File: src/hdl/ssb_consts.svh
// Setting indices, baud rates and the summary of the settings bank.
// What this block does
// - Analog channel byte: on, invert, average, math enable, math subtract/multiply.
// - Logic byte bit 1 enables pull resistor, bit 2 picks up or down.
// - Logic byte bits 3-7: thick low, invert, serial, parallel, ASCII display.
// - Single trigger only acts while normal trigger is also set.
// - Trigger bits 5-7 pick slope, window, edge; all clear means dual edge.
// - Trigger bits 2-4: auto trigger, direction, round sniffer.
// - Cursor byte: roll, auto, track, vertical, reference, single sniffer capture.
// - Display bits 1:0 encode grid: none, dots, follow trigger, graticule.
// - Display bit 6 line or pixel; bits 2-5 and 7 display options.
// - Spectrum bits 5-7 enable scope, XY, spectrum views; none means meter.
// - Sweep byte: acceleration, direction, ping-pong and four swept parameters.
// - Sniffer bits 2:0 select baud rate from 1200 to 115200.
// - Sniffer bit 3 clock polarity, bit 4 clock phase.
// - Sniffer bit 5 enables parity, bit 6 selects odd parity.
// - Sniffer bit 7 selects two stop bits, else one.
// - Status bit 0 abandons any trigger wait in progress.
// - Status bit 1 reloads the waveform generator parameters.
// - Status bit 2 reapplies the acquisition parameters.
// - Status bit 3 enters sniffer mode; bits 4, 5 report stopped, triggered.
// - Status bits 6, 7 pick DC or peak-to-peak meter; else frequency.
// - Writes below index 14 request acquisition update; above 34 generator update.
`ifndef SSB_CONSTS_SVH
`define SSB_CONSTS_SVH

// ------------------------------------------------------------
// Setting indices
// ------------------------------------------------------------
`define SSB_IDX_CH1 6'h01
`define SSB_IDX_CH2 6'h02
`define SSB_IDX_LOGIC 6'h03
`define SSB_IDX_TRIG 6'h05
`define SSB_IDX_CURS 6'h06
`define SSB_IDX_DISP 6'h07
`define SSB_IDX_SPEC 6'h08
`define SSB_IDX_SWEEP 6'h09
`define SSB_IDX_SNIFF 6'h0a
`define SSB_IDX_STAT 6'h0b
`define SSB_IDX_ACQ_LIM 6'h0e
`define SSB_IDX_GEN_LIM 6'h22

// ------------------------------------------------------------
// Reset values and baud rates
// ------------------------------------------------------------
`define SSB_BYTE_RST 8'h00
`define SSB_BAUD_1200 17'h004b0
`define SSB_BAUD_2400 17'h00960
`define SSB_BAUD_4800 17'h012c0
`define SSB_BAUD_9600 17'h02580
`define SSB_BAUD_19200 17'h04b00
`define SSB_BAUD_38400 17'h09600
`define SSB_BAUD_57600 17'h0e100
`define SSB_BAUD_115200 17'h1c200

`endif

File: src/hdl/ssb_pkg.sv
// Types for the bit layouts and decoded views of the settings bank.
package ssb_pkg;

   // ---------------------------------------------------------
   // Encodings
   // ---------------------------------------------------------
   typedef enum logic [1:0] {
      TRIG_DUAL = 2'b00, TRIG_SLOPE = 2'b01,
      TRIG_WINDOW = 2'b10, TRIG_EDGE = 2'b11
   } ssb_trig_mode_t;
   typedef enum logic [1:0] {
      GRID_NONE = 2'b00, GRID_DOTS = 2'b01,
      GRID_FOLLOW = 2'b10, GRID_GRATICULE = 2'b11
   } ssb_grid_t;
   typedef enum logic [1:0] {
      WIN_NONE = 2'b00, WIN_HAMMING = 2'b01,
      WIN_HANN = 2'b10, WIN_BLACKMAN = 2'b11
   } ssb_win_t;
   typedef enum logic [1:0] {
      MTR_FREQ = 2'b00, MTR_VDC = 2'b01, MTR_VPP = 2'b10
   } ssb_meter_t;
   typedef enum logic [2:0] {
      BAUD_1200 = 3'b000, BAUD_2400 = 3'b001, BAUD_4800 = 3'b010,
      BAUD_9600 = 3'b011, BAUD_19200 = 3'b100, BAUD_38400 = 3'b101,
      BAUD_57600 = 3'b110, BAUD_115200 = 3'b111
   } ssb_baud_t;

   // ---------------------------------------------------------
   // Byte layouts, most significant bit first
   // ---------------------------------------------------------
   typedef struct packed {
      logic math_sub; logic math_on; logic average; logic invert;
      logic ac_dc; logic bw_limit; logic probe_x10; logic on;
   } ssb_chan_t;
   typedef struct packed {
      logic ascii; logic par_dec; logic ser_dec; logic invert;
      logic thick_low; logic pull_up; logic pull_en; logic on;
   } ssb_logic_t;
   typedef struct packed {
      logic edge_sel; logic window; logic slope; logic round;
      logic dir; logic auto_trig; logic single; logic normal;
   } ssb_trig_t;
   typedef struct packed {
      logic sniff_single; logic ref_wave; logic vert; logic h2;
      logic h1; logic track; logic auto_curs; logic roll;
   } ssb_curs_t;
   typedef struct packed {
      logic show; logic line; logic persist; logic flip;
      logic invert; logic elastic; ssb_grid_t grid;
   } ssb_disp_t;
   typedef struct packed {
      logic fft; logic xy; logic scope; logic iq;
      logic vlog; logic blackman; logic hann; logic hamming;
   } ssb_spec_t;
   typedef struct packed {
      logic duty; logic offset; logic amp; logic freq;
      logic ping_pong; logic sweep_dir; logic accel; logic accel_dir;
   } ssb_sweep_t;
   typedef struct packed {
      logic two_stop; logic odd; logic parity_en; logic clock_phase;
      logic clock_pol; ssb_baud_t baud;
   } ssb_sniff_t;
   typedef struct packed {
      logic vpp; logic vdc; logic triggered; logic stopped;
      logic go_sniffer; logic upd_acq; logic upd_gen; logic abort;
   } ssb_stat_t;

   // ---------------------------------------------------------
   // Decoded views handed to the instrument
   // ---------------------------------------------------------
   typedef struct packed {
      ssb_trig_mode_t mode; logic normal; logic single_eff;
      logic auto_trig; logic dir; logic round;
   } ssb_trig_cfg_t;
   typedef struct packed {
      ssb_win_t win; logic vlog; logic iq; logic scope;
      logic xy; logic fft; logic meter;
   } ssb_spec_cfg_t;
   typedef struct packed {
      logic [16:0] baud_rate; logic clock_pol; logic clock_phase;
      logic parity_en; logic odd; logic two_stop;
   } ssb_sniff_cfg_t;

endpackage

File: src/hdl/ssb_bank.sv
// Settings bank of bitfield bytes with decoded configuration outputs.
`include "ssb_consts.svh"

module ssb_bank (
   input wire logic clk_in,
   input wire logic rst_in,
   input wire logic ce_in,
   input wire logic wr_en_in,
   input wire logic rd_en_in,
   input wire logic [5:0] idx_in,
   input wire logic [7:0] wr_data_in,
   input wire logic acq_stopped_in,
   input wire logic triggered_in,
   output logic [7:0] rd_data_out,
   output ssb_pkg::ssb_chan_t ch1_out,
   output ssb_pkg::ssb_chan_t ch2_out,
   output ssb_pkg::ssb_logic_t logic_out,
   output ssb_pkg::ssb_trig_cfg_t trig_out,
   output ssb_pkg::ssb_curs_t curs_out,
   output ssb_pkg::ssb_disp_t disp_out,
   output ssb_pkg::ssb_spec_cfg_t spec_out,
   output ssb_pkg::ssb_sweep_t sweep_out,
   output ssb_pkg::ssb_sniff_cfg_t sniff_out,
   output ssb_pkg::ssb_meter_t meter_out,
   output logic sniffer_mode_out,
   output logic abort_wait_out,
   output logic reload_gen_out,
   output logic reload_acq_out
);
   import ssb_pkg::*;

   // ---------------------------------------------------------
   // Helper functions
   // ---------------------------------------------------------

   // Picks the lowest set bit of three and codes it 1 to 3.
   function automatic logic [1:0] pick3(input logic [2:0] b);
      logic [1:0] r;
      r = 2'h0;
      if (b[0]) begin
         r = 2'h1;
      end else if (b[1]) begin
         r = 2'h2;
      end else if (b[2]) begin
         r = 2'h3;
      end
      return r;
   endfunction

   // Turns a baud code into the rate in bits per second.
   function automatic logic [16:0] baud_of(input ssb_baud_t c);
      logic [16:0] r;
      r = `SSB_BAUD_1200;
      case (c)
         BAUD_2400: r = `SSB_BAUD_2400;
         BAUD_4800: r = `SSB_BAUD_4800;
         BAUD_9600: r = `SSB_BAUD_9600;
         BAUD_19200: r = `SSB_BAUD_19200;
         BAUD_38400: r = `SSB_BAUD_38400;
         BAUD_57600: r = `SSB_BAUD_57600;
         BAUD_115200: r = `SSB_BAUD_115200;
         default: r = `SSB_BAUD_1200;
      endcase
      return r;
   endfunction

   // ---------------------------------------------------------
   // Write decode
   // ---------------------------------------------------------
   logic wr_ok;
   logic wr_low;
   logic wr_high;
   logic stat_wr;
   ssb_stat_t wr_stat;

   // A write only counts while the clock enable is high.
   assign wr_ok = ce_in && wr_en_in;
   assign wr_low = wr_ok && (idx_in < `SSB_IDX_ACQ_LIM);
   assign wr_high = wr_ok && (idx_in > `SSB_IDX_GEN_LIM);
   assign stat_wr = wr_ok && (idx_in == `SSB_IDX_STAT);
   assign wr_stat = ssb_stat_t'(wr_data_in);

   // ---------------------------------------------------------
   // Plain setting bytes
   // ---------------------------------------------------------

   // Channel bytes drive the analog front end directly.
   always_ff @(posedge clk_in or posedge rst_in) begin
      if (rst_in) begin
         ch1_out <= ssb_chan_t'(`SSB_BYTE_RST);
         ch2_out <= ssb_chan_t'(`SSB_BYTE_RST);
      end else if (wr_ok && idx_in == `SSB_IDX_CH1) begin
         ch1_out <= ssb_chan_t'(wr_data_in);
      end else if (wr_ok && idx_in == `SSB_IDX_CH2) begin
         ch2_out <= ssb_chan_t'(wr_data_in);
      end
   end

   // Logic input byte steers pulls, traces and decoders.
   always_ff @(posedge clk_in or posedge rst_in) begin
      if (rst_in) begin
         logic_out <= ssb_logic_t'(`SSB_BYTE_RST);
      end else if (wr_ok && idx_in == `SSB_IDX_LOGIC) begin
         logic_out <= ssb_logic_t'(wr_data_in);
      end
   end

   // Display byte holds grid style and drawing options.
   always_ff @(posedge clk_in or posedge rst_in) begin
      if (rst_in) begin
         disp_out <= ssb_disp_t'(`SSB_BYTE_RST);
      end else if (wr_ok && idx_in == `SSB_IDX_DISP) begin
         disp_out <= ssb_disp_t'(wr_data_in);
      end
   end

   // Sweep byte goes to the generator sweep engine.
   always_ff @(posedge clk_in or posedge rst_in) begin
      if (rst_in) begin
         sweep_out <= ssb_sweep_t'(`SSB_BYTE_RST);
      end else if (wr_ok && idx_in == `SSB_IDX_SWEEP) begin
         sweep_out <= ssb_sweep_t'(wr_data_in);
      end
   end

   // ---------------------------------------------------------
   // Bytes kept raw and decoded a cycle later
   // ---------------------------------------------------------
   ssb_trig_t trig_r;
   ssb_curs_t curs_r;
   ssb_spec_t spec_r;
   ssb_sniff_t sniff_r;

   // Raw copies of the bytes that need decoding.
   always_ff @(posedge clk_in or posedge rst_in) begin
      if (rst_in) begin
         trig_r <= ssb_trig_t'(`SSB_BYTE_RST);
         curs_r <= ssb_curs_t'(`SSB_BYTE_RST);
         spec_r <= ssb_spec_t'(`SSB_BYTE_RST);
         sniff_r <= ssb_sniff_t'(`SSB_BYTE_RST);
      end else if (wr_ok) begin
         if (idx_in == `SSB_IDX_TRIG) begin
            trig_r <= ssb_trig_t'(wr_data_in);
         end else if (idx_in == `SSB_IDX_CURS) begin
            curs_r <= ssb_curs_t'(wr_data_in);
         end else if (idx_in == `SSB_IDX_SPEC) begin
            spec_r <= ssb_spec_t'(wr_data_in);
         end else if (idx_in == `SSB_IDX_SNIFF) begin
            sniff_r <= ssb_sniff_t'(wr_data_in);
         end
      end
   end

   // Trigger view: single shot needs normal, one mode wins.
   always_ff @(posedge clk_in or posedge rst_in) begin
      if (rst_in) begin
         trig_out <= '0;
      end else if (ce_in) begin
         trig_out.mode <= ssb_trig_mode_t'(pick3({trig_r.edge_sel,
            trig_r.window, trig_r.slope}));
         trig_out.normal <= trig_r.normal;
         trig_out.single_eff <= trig_r.single && trig_r.normal;
         trig_out.auto_trig <= trig_r.auto_trig;
         trig_out.dir <= trig_r.dir;
         trig_out.round <= trig_r.round;
      end
   end

   // Cursor view: channel one horizontal cursors win a clash.
   always_ff @(posedge clk_in or posedge rst_in) begin
      if (rst_in) begin
         curs_out <= ssb_curs_t'(`SSB_BYTE_RST);
      end else if (ce_in) begin
         curs_out <= curs_r;
         curs_out.h2 <= curs_r.h2 && !curs_r.h1;
      end
   end

   // Spectrum view: one window at most, meter when no view.
   always_ff @(posedge clk_in or posedge rst_in) begin
      if (rst_in) begin
         spec_out <= '0;
      end else if (ce_in) begin
         spec_out.win <= ssb_win_t'(pick3({spec_r.blackman,
            spec_r.hann, spec_r.hamming}));
         spec_out.vlog <= spec_r.vlog;
         spec_out.iq <= spec_r.iq;
         spec_out.scope <= spec_r.scope;
         spec_out.xy <= spec_r.xy;
         spec_out.fft <= spec_r.fft;
         spec_out.meter <= !(spec_r.scope || spec_r.xy
            || spec_r.fft);
      end
   end

   // Sniffer framing: baud rate, clock mode, parity and stop bits.
   always_ff @(posedge clk_in or posedge rst_in) begin
      if (rst_in) begin
         sniff_out <= '0;
      end else if (ce_in) begin
         sniff_out.baud_rate <= baud_of(sniff_r.baud);
         sniff_out.clock_pol <= sniff_r.clock_pol;
         sniff_out.clock_phase <= sniff_r.clock_phase;
         sniff_out.parity_en <= sniff_r.parity_en;
         sniff_out.odd <= sniff_r.odd;
         sniff_out.two_stop <= sniff_r.two_stop;
      end
   end

   // ---------------------------------------------------------
   // Run status byte
   // ---------------------------------------------------------
   logic abort_f;
   logic upd_gen_f;
   logic upd_acq_f;
   logic vdc_r;
   logic vpp_r;
   logic stopped_r;
   logic trig_seen_r;

   // Request flags live until the next cycle consumes them, and a
   // new request in the consuming cycle re-arms the flag.
   always_ff @(posedge clk_in or posedge rst_in) begin
      if (rst_in) begin
         abort_f <= 1'b0;
         upd_gen_f <= 1'b0;
         upd_acq_f <= 1'b0;
      end else if (ce_in) begin
         abort_f <= stat_wr && wr_stat.abort;
         upd_gen_f <= (stat_wr && wr_stat.upd_gen) || wr_high;
         upd_acq_f <= (stat_wr && wr_stat.upd_acq) || wr_low;
      end
   end

   // One-cycle actions follow each raised flag.
   always_ff @(posedge clk_in or posedge rst_in) begin
      if (rst_in) begin
         abort_wait_out <= 1'b0;
         reload_gen_out <= 1'b0;
         reload_acq_out <= 1'b0;
      end else if (ce_in) begin
         abort_wait_out <= abort_f;
         reload_gen_out <= upd_gen_f;
         reload_acq_out <= upd_acq_f;
      end
   end

   // Mode bits that the host keeps.
   always_ff @(posedge clk_in or posedge rst_in) begin
      if (rst_in) begin
         sniffer_mode_out <= 1'b0;
         vdc_r <= 1'b0;
         vpp_r <= 1'b0;
      end else if (stat_wr) begin
         sniffer_mode_out <= wr_stat.go_sniffer;
         vdc_r <= wr_stat.vdc;
         vpp_r <= wr_stat.vpp;
      end
   end

   // Meter choice, DC voltage winning over peak-to-peak.
   always_ff @(posedge clk_in or posedge rst_in) begin
      if (rst_in) begin
         meter_out <= MTR_FREQ;
      end else if (ce_in) begin
         meter_out <= ssb_meter_t'(pick3({1'b0, vpp_r, vdc_r}));
      end
   end

   // Acquisition state reported back in the status byte.
   always_ff @(posedge clk_in or posedge rst_in) begin
      if (rst_in) begin
         stopped_r <= 1'b0;
         trig_seen_r <= 1'b0;
      end else if (ce_in) begin
         stopped_r <= acq_stopped_in;
         trig_seen_r <= triggered_in;
      end
   end

   // ---------------------------------------------------------
   // Read back
   // ---------------------------------------------------------
   ssb_stat_t stat_view;
   logic [7:0] next_rd;

   // Status byte as the host sees it.
   assign stat_view = '{vpp: vpp_r, vdc: vdc_r,
      triggered: trig_seen_r, stopped: stopped_r,
      go_sniffer: sniffer_mode_out, upd_acq: upd_acq_f,
      upd_gen: upd_gen_f, abort: abort_f};

   // Indices outside the bitfield bytes read as zero.
   always_comb begin
      next_rd = 8'h00;
      if (idx_in == `SSB_IDX_CH1) begin
         next_rd = ch1_out;
      end else if (idx_in == `SSB_IDX_CH2) begin
         next_rd = ch2_out;
      end else if (idx_in == `SSB_IDX_LOGIC) begin
         next_rd = logic_out;
      end else if (idx_in == `SSB_IDX_TRIG) begin
         next_rd = trig_r;
      end else if (idx_in == `SSB_IDX_CURS) begin
         next_rd = curs_r;
      end else if (idx_in == `SSB_IDX_DISP) begin
         next_rd = disp_out;
      end else if (idx_in == `SSB_IDX_SPEC) begin
         next_rd = spec_r;
      end else if (idx_in == `SSB_IDX_SWEEP) begin
         next_rd = sweep_out;
      end else if (idx_in == `SSB_IDX_SNIFF) begin
         next_rd = sniff_r;
      end else if (idx_in == `SSB_IDX_STAT) begin
         next_rd = stat_view;
      end
   end

   // Read data is registered and holds until the next read.
   always_ff @(posedge clk_in or posedge rst_in) begin
      if (rst_in) begin
         rd_data_out <= 8'h00;
      end else if (ce_in && rd_en_in) begin
         rd_data_out <= next_rd;
      end
   end
endmodule

File: config.mk
export PLATFORM = sky130hd
export DESIGN_NAME = ssb_bank
export DESIGN_NICKNAME = d
export VERILOG_FILES = /design/src/hdl/ssb_pkg.sv /design/src/hdl/ssb_bank.sv
export VERILOG_INCLUDE_DIRS = /design/src /design/src/hdl
export SDC_FILE = /design/constraint.sdc
export NUM_CORES = 1
export LEC_CHECK = 0
export BUFFER_PORTS_ARGS = -buffer_cell sky130_fd_sc_hd__buf_2
export CORE_ASPECT_RATIO = 1.5
export CORE_MARGIN = 2
export CORE_UTILIZATION = 55
export DETAILED_ROUTE_END_ITERATION = 16
export GPL_TIMING_DRIVEN = 1
export PLACE_DENSITY = 0.8
export SETUP_SLACK_MARGIN = 0.05
export SYNTH_ARGS = -nofsm -noshare
export SYNTH_HDL_FRONTEND = slang
export SYNTH_SLANG_ARGS = --single-unit
File: constraint.sdc
create_clock -name clk_in -period 5.75 [get_ports clk_in]
set_input_delay 1.15 -clock clk_in [delete_from_list [all_inputs] [get_ports clk_in]]
set_output_delay 1.15 -clock clk_in [all_outputs]
set_load 0.01 [all_outputs]
==> flow_summary_export.csv, run 1 <==
group,metric,value,unit
status,status,"finished clean",
synthesis,synth_area,6090,um2
die,start_util,55.7,%
sta,setup_ws,2.75,ns
die,fp.dieArea,11900,um2
setup_path,path_cells,"buf_2 -> nand2_1 -> nor3_2 -> mux2_2",
die,core_region_area,10900,um2
clock_tree,cts_made_buffers,17,
cells_and_area,nets,603,
sta,post-route-period-util,52.3,%
synthesis,postSynthAreaPerCell,12.7,um2
synthesis,post-synth-top-area-fraction,55.1,%
routing,drt_iter0_drc,370,
synthesis,synth.distinct_cells,54,
synthesis,synth_top_family_by_area,"multiplexers",
min_path,min_path_type,"reg2reg",
global_route,antenna_found_initial,0,
clock_tree,cts_setup_buffers,0,
setup_path,required,6.05,ns
cells_and_area,stdcell_count,742,
global_route,overflow,0,
synthesis,synthTopCellsByArea,"dfrtp_1 (55%), mux2_2 (17%), mux4_2 (3.0%)",
global_route,grt_max_degree,87,
sta,tightest_slew,1.04,ns
clock_tree,cts_tree,"yes",
flow_run,cap_viol_max_count,0,
die,dieWidth,89.9,um
sta,tns,0,ns
power,power_density,339,nW/um2
synthesis,synth-edff-count,0,
synthesis,yosysWarnings,0,
synthesis,syn_inst,478,
sta,clock_skew,0.00560,ns
setup_path,crit_family,"simple AND/OR/NAND/NOR gates",
clock_tree,ctsResizeCount,0,
placement,preCtsSetupSlack,2.34,ns
sta,max_freq,333,MHz
routing,wl_per_cell,21.2,um
cells_and_area,synthToLayoutAreaGrowth,19.6,%
routing,wl,15700,um
clock_tree,hold_buffers,0,
placement,portBuffers,115,
synthesis,synth-async-reset-ratio,100,%
routing,antenna_left,0,
setup_path,worst_setup_path_end_kind,"flip-flop",
clock_tree,clock_latency,0.42,ns
global_route,grt_pass1_vias,4501,
synthesis,synthXorXnorAreaFrac,0.288,%
routing,drc,0,
routing,viasPerCell,5.98,
synthesis,synth_simple_gate_area_share,10.1,%
setup_path,cpPeakStageDelay,0.76,ns
clock_tree,clk_path_buf_depth,2,
placement,dp_hpwl,10900,um
global_route,globalRouteTotalUtil,27.4,%
die,rows,47,
synthesis,synth_top_cell_by_area,"dfrtp_1",
synthesis,ys_ff_latch,134,
sta,maxSlewViolCount,0,
routing,vias,4439,
sta,finalHoldViolations,0,
global_route,grt_first_pass_wirelength,24900,um
cells_and_area,drive_above_1_share,46.6,%
clock_tree,clock_sinks,134,
setup_path,critical_path_class,"in2reg",
die,pin_count,120,
cells_and_area,antenna_cells,0,
synthesis,synth-compound-area-share,9.31,%
routing,dr.pass1.iters,6,
sta,setup_viol,0,
power,total_power,2470,uW
sta,period_minus_slack,3.00,ns
synthesis,synthAdderAreaFrac,0,%
placement,place_inst,710,
setup_path,critPathLaunchType,"primary input",
power,ir_worst_vdd,0.227,mV
die,die_h,133,um
synthesis,synth.area.mux_share,21.6,%
clock_tree,htree_levels,4,
sta,slew_headroom,30.9,%
sta,rsz0062_at_grt,"no",
setup_path,crit_path_top_delay_cell,"nor3_2",
placement,globalplace.congestion,0.908,
synthesis,ys_seq_area_share,55.1,%
setup_path,crit_arrival,3.31,ns
setup_path,cp_max_fo,30,
clock_tree,ctsRootBufferMaster,"clkbuf_16",
synthesis,synth-main-ff-cell,"dfrtp_1",
setup_path,crit_buf_inv,1,
power,p_leak,0.00362,uW
clock_tree,cts.clk_slew.worst_paths,0.06,ns
[routing by layer]
metal | GRT usage [%] | share of wire (%) | vias to the layer above
met3 | 6.04 | 5.4 | 35
met4 | 11.1 | 3.0 | 0
met1 | 33.9 | 39 | 2273
li1 | - | - | 1934
met5 | 0 | 0 | -
met2 | 47.1 | 53 | 197
[state kept, by name (all words and copies together), names as in the netlist, 2 cells and up]
name,flops
ch1_out,8
ch2_out,8
curs_out,8
curs_r,8
disp_out,8
logic_out,8
meter_out,2
rd_data_out,8
sniff_out,18
sniff_r,8
spec_out,8
spec_r,8
sweep_out,8
trig_out,7
trig_r,8
[cell usage after synthesis (2+ instances only)]
cell / count
nand2_1: 29
mux2_4: 8
buf_2: 5
nand3_1: 10
buf_4: 8
nor3_4: 2
a22o_1: 6
a21oi_1: 30
buf_1: 5
o21ai_0: 9
xnor2_1: 2
a21o_1: 4
a31oi_1: 4
clkbuf_1: 15
o41ai_1: 2
dfrtp_1: 134
a311o_1: 3
inv_1: 12
mux2_2: 90
or3b_2: 6
nor2_2: 5
o211ai_1: 4
nand2b_1: 13
mux4_2: 8
nor2b_1: 4
or4_2: 2
o22ai_1: 6
nor2_1: 16
o2bb2ai_1: 3
o31ai_1: 7
o2111ai_1: 3
[placed cells by master (no fill, tap or decap), types with 4 or more instances in the layout]
master and instances:
dfrtp_1 134, buf_2 115, mux2_2 90, a21oi_1 30, nand2_1 29, clkbuf_16 17, nor2_1 16, nand2b_1 13
inv_1 11, nand3_1 10, o21ai_0 9, mux2_4 8, mux4_2 8, o31ai_1 7, a22o_1 6, o22ai_1 6
or3b_2 6, nor2_2 5, clkinv_4 5, nor2b_1 4, a31oi_1 4, a21o_1 4, o211ai_1 4, conb_1 4
[area by class of cell]
class	instances	area (um2)
inverters	12	47.5
clock buffers	18	429
repair buffers	117	591
fillers	836	3650
multi-input cells	300	2530
flip-flops and latches	134	3350
clock inverters	14	154
well taps	147	184
[worst reg2reg max path, cell delays in order, from the launching register on]
cell and delay [ns]:
dfrtp_1 0.52, mux4_2 0.52, nand2_1 0.14, and4_1 0.23
o31ai_1 0.08
[logic make-up (layout without fill, tap and decap cells)]
kind of cell,count (synthesis),count (layout)
muxes,106,106
AOI/OAI and AO/OA,86,86
and+or+nand+nor,102,102
buffers and inverters,47,161
other,1,4
DFF,134,134
xor gates and xnor gates,2,2
[through the flow]
step | hold slack [ns] | instance area [um2] | util [%]
5_1_grt | 0.495 | 7280 | 66.6
4_1_cts | 0.485 | 7280 | 66.6
3_5_place_dp | 0.469 | 6700 | 61.3
6_report | 0.482 | 7280 | 66.6
3_3_place_gp | 0.459 | 6700 | 61.3
2_1_floorplan | 0.453 | 6100 | -
[where the power goes]
group          internal (uW)  leakage [uW]  total [uW]  switching (uW)
Combinational            140       0.00158         305             166
Clock                    641      0.000277        1060             423
Sequential              1030       0.00177        1100            72.2
[final timing paths]
check,start,endpoint,slack [ns],depth (start not counted)
max,ce_in,disp_out[2],2.75,4
min,sniff_out[16],sniff_out[16],0.48,2
max in group asynchronous,rst_in,rd_data_out[3],3.55,3
min reg2reg,sniff_out[16],sniff_out[16],0.48,2
max reg2reg,sniff_r[2],rd_data_out[2],4.13,4
min in group asynchronous,rst_in,sniff_out[10],0.97,2
No activity file was read; power rests on OpenSTA's default activity.
==> run 2: changes to the inputs <==
Clock period 5.75 ns to 3 ns, I/O delays scaled along.
==> flow_summary_export.csv, run 2 (same netlist as run 1, synthesis figures left out) <==
group,metric,value,unit
status,status,"finished clean",
routing,wl_per_cell,20.9,um
sta,whs,0.284,ns
die,start_util,55.7,%
clock_tree,clock_sinks,134,
setup_path,timing.rr.start,"sniff_r[2]",
clock_tree,cts_setup_buffers,0,
sta,slew_headroom,53.0,%
setup_path,rr_worst_depth,4,
cells_and_area,layout_commonest_cell,"dfrtp_1",
sta,period_minus_slack,2.09,ns
die,die_h,133,um
sta,max_freq,479,MHz
setup_path,cpPeakStageDelay,0.75,ns
global_route,grt_pass1_vias,4533,
power,total_power,4850,uW
routing,drt_iter0_drc,443,
sta,clock_skew,0.00798,ns
placement,portBuffers,115,
setup_path,crit_path_top_delay_cell,"or4b_1",
global_route,antenna_found_initial,1,
clock_tree,ctsRootBufferMaster,"clkbuf_16",
setup_path,crit_arrival,2.39,ns
cells_and_area,regMostFlops,"sniff_out",
setup_path,crit_buf_inv,1,
clock_tree,hold_buffers,0,
setup_path,critPathLaunchType,"primary input",
cells_and_area,synthToLayoutAreaGrowth,22.1,%
power,p_leak,0.00370,uW
cells_and_area,layout_common_cells,"dfrtp_1 (134), buf_2 (115), mux2_2 (90), a21oi_1 (30), nand2_1 (29)",
global_route,grt_first_pass_wirelength,24600,um
power,ir_worst_vdd,0.500,mV
routing,antenna_left,0,
die,fp.dieArea,11900,um2
sta,finalHoldViolations,0,
sta,rsz0062_at_grt,"no",
setup_path,worst_setup_path_end_kind,"flip-flop",
die,dieWidth,89.9,um
power,power_density,652,nW/um2
sta,tightest_slew,0.705,ns
setup_path,critical_path_class,"in2reg",
setup_path,crit_cells,4,
cells_and_area,drive_above_1_share,47.8,%
routing,drc,0,
sta,tns,0,ns
routing,wl,15800,um
setup_path,path_cells,"buf_2 -> or4b_1 -> nor3_2 -> mux2_2",
setup_path,rrSetupSlack,1.42,ns
clock_tree,ctsResizeCount,0,
global_route,grt_max_degree,46,
cells_and_area,nets,615,
setup_path,required,3.30,ns
min_path,min_path_type,"in2async",
clock_tree,htree_levels,4,
clock_tree,clock_latency,0.42,ns
placement,globalplace.congestion,0.904,
clock_tree,cts_tree,"yes",
sta,maxSlewViolCount,0,
routing,viasPerCell,5.96,
clock_tree,cts_made_buffers,17,
die,rows,47,
setup_path,crit_family,"simple AND/OR/NAND/NOR gates",
flow_run,cap_viol_max_count,0,
die,core_region_area,10900,um2
cells_and_area,largest_reg_flops,18,
setup_path,cp_max_fo,7,
sta,setup_viol,0,
die,pin_count,120,
routing,vias,4502,
setup_path,crit-reg2reg-capture,"rd_data_out[2]",
global_route,overflow,0,
clock_tree,clk_path_buf_depth,2,
routing,dr.pass1.iters,6,
sta,post-route-period-util,69.6,%
global_route,globalRouteTotalUtil,27.0,%
clock_tree,cts.clk_slew.worst_paths,0.06,ns
placement,dp_hpwl,11000,um
-- run 2: layout make-up --
class	instances	area (um2)
diodes	1	2.50
clock inverters	12	151
clock buffers	20	467
multi-input cells	300	2530
flip-flops and latches	134	3350
repair buffers	129	706
inverters	12	48.8
fillers	822	3500
well taps	147	184
-- run 2: routing by layer --
layer / GRT usage (%) / vias up / part of all wire [%]
met5: 0 / - / 0
met4: 13.1 / 0 / 4.0
met3: 6.61 / 44 / 5.7
met2: 45.9 / 201 / 52
met1: 32.3 / 2291 / 39
li1: - / 1966 / -
-- run 2: power breakdown --
part / total (uW) / internal (uW) / leakage, uW / switching, uW
clock network: 2140 / 1370 / 0.000290 / 773
registers: 2100 / 1970 / 0.00177 / 133
logic: 601 / 279 / 0.00164 / 322
total: 4850 / 3620 / 0.00370 / 1230
-- run 2: worst max path at each step --
stage	endpoint	slack [ns]	start
after floorplan	disp_out[2]	0.69	idx_in[5]
after global placement	disp_out[2]	0.56	idx_in[5]
after detailed placement	disp_out[2]	0.47	idx_in[5]
after CTS	disp_out[2]	0.94	idx_in[5]
after global routing	disp_out[3]	0.84	idx_in[5]
final	disp_out[2]	0.91	idx_in[5]
-- run 2: stage by stage --
stage          setup slack [ns]  instances  area [um2]  utilization, %
3_3_place_gp              0.556        722        6820            62.3
6_report                  0.912        755        7440            68.0
4_1_cts                   0.944        754        7440            68.0
2_1_floorplan             0.686        481        6100               -
5_1_grt                   0.842        755        7440            68.0
3_5_place_dp              0.474        722        6820            62.3
==> run 3: changes to the inputs <==
Settings changed: ABC_AREA set to 1, CORE_UTILIZATION 55 to 50, PLACE_DENSITY 0.8 to 0.76.
Clock period 3 ns to 1.72 ns, I/O delays scaled along.
==> flow_summary_export.csv, run 3 <==
group,metric,value,unit
min_path,min_path_type,"in2async",
placement,dp_hpwl,12200,um
routing,antenna_left,0,
setup_path,crit_path_top_delay_cell,"dfrtp_1",
global_route,grt_pass1_vias,5187,
synthesis,yosysWarnings,0,
sta,maxSlewViolCount,0,
global_route,grt_max_degree,95,
sta,rsz0062_at_grt,"no",
sta,tightest_slew,0.559,ns
sta,setup_viol,0,
cells_and_area,design_area,7470,um2
die,dieWidth,93.4,um
sta,max_freq,694,MHz
setup_path,critical_path_class,"reg2reg",
setup_path,crit_cells,9,
cells_and_area,largest_reg_flops,18,
routing,drt_iter0_drc,414,
cells_and_area,fillers,1007,
die,rows,49,
synthesis,synth.distinct_cells,36,
placement,placed_area,6840,um2
setup_path,required,2.03,ns
clock_tree,clk_path_buf_depth,2,
synthesis,ys_seq_area_share,56.0,%
sta,clock_skew,0.00601,ns
setup_path,cpPeakStageDelay,0.41,ns
routing,vias,5251,
synthesis,postSynthAreaPerCell,8.69,um2
setup_path,crit_family,"simple AND/OR/NAND/NOR gates",
sta,slew_headroom,62.7,%
cells_and_area,antenna_cells,0,
power,p_leak,0.00397,uW
placement,globalplace.congestion,0.927,
setup_path,rr_worst_depth,9,
synthesis,synth_top_cell_by_area,"dfrtp_1",
clock_tree,ctsRootBufferMaster,"clkbuf_16",
die,die_h,138,um
clock_tree,cts.clk_slew.worst_paths,0.06,ns
routing,wl,17000,um
setup_path,crit_buf_inv,0,
flow_run,cap_viol_max_count,0,
synthesis,synth-async-reset-ratio,100,%
cells_and_area,nets,843,
cells_and_area,regMostFlops,"sniff_out",
routing,drc,0,
synthesis,synth_area,5990,um2
sta,tns,0,ns
synthesis,yosysMostFrequentCell,"nand2_1",
power,power_density,1130,nW/um2
cells_and_area,regArea,3350,um2
clock_tree,cts_tree,"yes",
placement,place_inst,956,
sta,post-route-period-util,83.8,%
global_route,antenna_found_initial,0,
setup_path,crit_arrival,1.75,ns
cells_and_area,stdcell_count,988,
sta,period_minus_slack,1.44,ns
synthesis,synth_commonest_cells,"nand2_1 (254), dfrtp_1 (134), o21ai_0 (67)",
die,fp.dieArea,12900,um2
synthesis,synth-main-ff-cell,"dfrtp_1",
cells_and_area,layout_commonest_cell,"nand2_1",
routing,dr.pass1.iters,6,
setup_path,critPathLaunchType,"flip-flop",
synthesis,ys_ff_latch,134,
cells_and_area,synthToLayoutAreaGrowth,24.7,%
clock_tree,clock_sinks,134,
power,ir_worst_vdd,0.776,mV
clock_tree,htree_levels,4,
routing,viasPerCell,5.31,
synthesis,syn_inst,689,
setup_path,cp_max_fo,3,
global_route,overflow,0,
clock_tree,ctsResizeCount,0,
die,pin_count,120,
clock_tree,hold_buffers,0,
placement,preCtsSetupSlack,-0.0481,ns
die,core_region_area,11800,um2
cells_and_area,multi_input_area,2290,um2
routing,wl_per_cell,17.2,um
global_route,grt_first_pass_wirelength,27300,um
status,status,"finished clean",
clock_tree,clock_latency,0.42,ns
global_route,globalRouteTotalUtil,27.7,%
cells_and_area,drive_above_1_share,24.7,%
sta,setup_ws,0.279,ns
sta,finalHoldViolations,0,
setup_path,path_cells,"or2_2 -> nand2_1 -> nand3_1 -> nand2_1 -> nand3_1 -> nand2_1 -> nand3_1 -> nand2_1 -> nand2_1",
synthesis,synth-edff-count,0,
setup_path,worst_setup_path_end_kind,"flip-flop",
die,start_util,50.6,%
synthesis,synthTopCellsByArea,"dfrtp_1 (56%), nand2_1 (16%), o21ai_0 (5.6%)",
clock_tree,cts_setup_buffers,0,
cells_and_area,layout_common_cells,"nand2_1 (254), dfrtp_1 (134), buf_2 (115), o21ai_0 (67), inv_1 (46)",
clock_tree,cts_made_buffers,17,
placement,portBuffers,115,
setup_path,critical-path-top-cell-by-count,"nand2_1",
synthesis,post-synth-top-area-fraction,56.0,%
[run 3: worst paths after layout]
path / from / to / slack (ns)
hold reg to reg: trig_out[2] / trig_out[2] / 0.47
min in group clk_in: triggered_in / trig_seen_r / 0.13
max in group asynchronous: rst_in / sniff_r[3] / 1.23
hold / removal: rst_in / spec_r[2] / 0.03
setup / recovery: sweep_out[1] / rd_data_out[1] / 0.28
setup reg to reg: sweep_out[1] / rd_data_out[1] / 0.28
[run 3: final cells by class]
type                            instances  share of cell area (%)
Sequential cell                       134                    44.9
Clock inverter                         11                    2.28
Tap cell                              153                    2.56
Multi-Input combinational cell        478                    30.7
Timing Repair Buffer                  140                    10.7
Clock buffer                           21                    6.17
Inverter                               51                    2.71
[run 3: report_power, final]
group	internal, uW	switching [uW]
Clock	2510	1360
Sequential	3410	219
Combinational	335	579
[run 3: logic make-up (layout without fill, tap and decap cells)]
kind of cell           Yosys count  in the layout  synth area share [%]
AO/OA/AOI/OAI                  132            132                  11.8
buffers and inverters           80            223                  5.97
flip-flops                     134            134                  56.0
other                            1              4                0.0626
AND/OR/NAND/NOR                342            342                  26.2
[run 3: stage by stage]
stage	hold slack, ns	power, uW	utilization [%]
5_1_grt	0.125	8710	63.1
3_5_place_dp	0.453	4590	57.8
3_3_place_gp	0.453	4560	57.8
6_report	0.0341	8410	63.1
2_1_floorplan	0.442	4150	-
4_1_cts	0.0945	8450	63.1
[run 3: worst min-delay path, cell delays in order]
cell and delay [ns]:
buf_2 0.11, clkinvlp_4 0.08, buf_12 0.35
[run 3: per-layer routing]
metal / global-route usage (%) / share of wire (%) / up-vias
li1: - / - / 2477
met1: 33.2 / 38 / 2488
met2: 47.1 / 52 / 227
met3: 4.69 / 5.5 / 59
met4: 14.3 / 4.5 / 0
met5: 0 / 0 / -
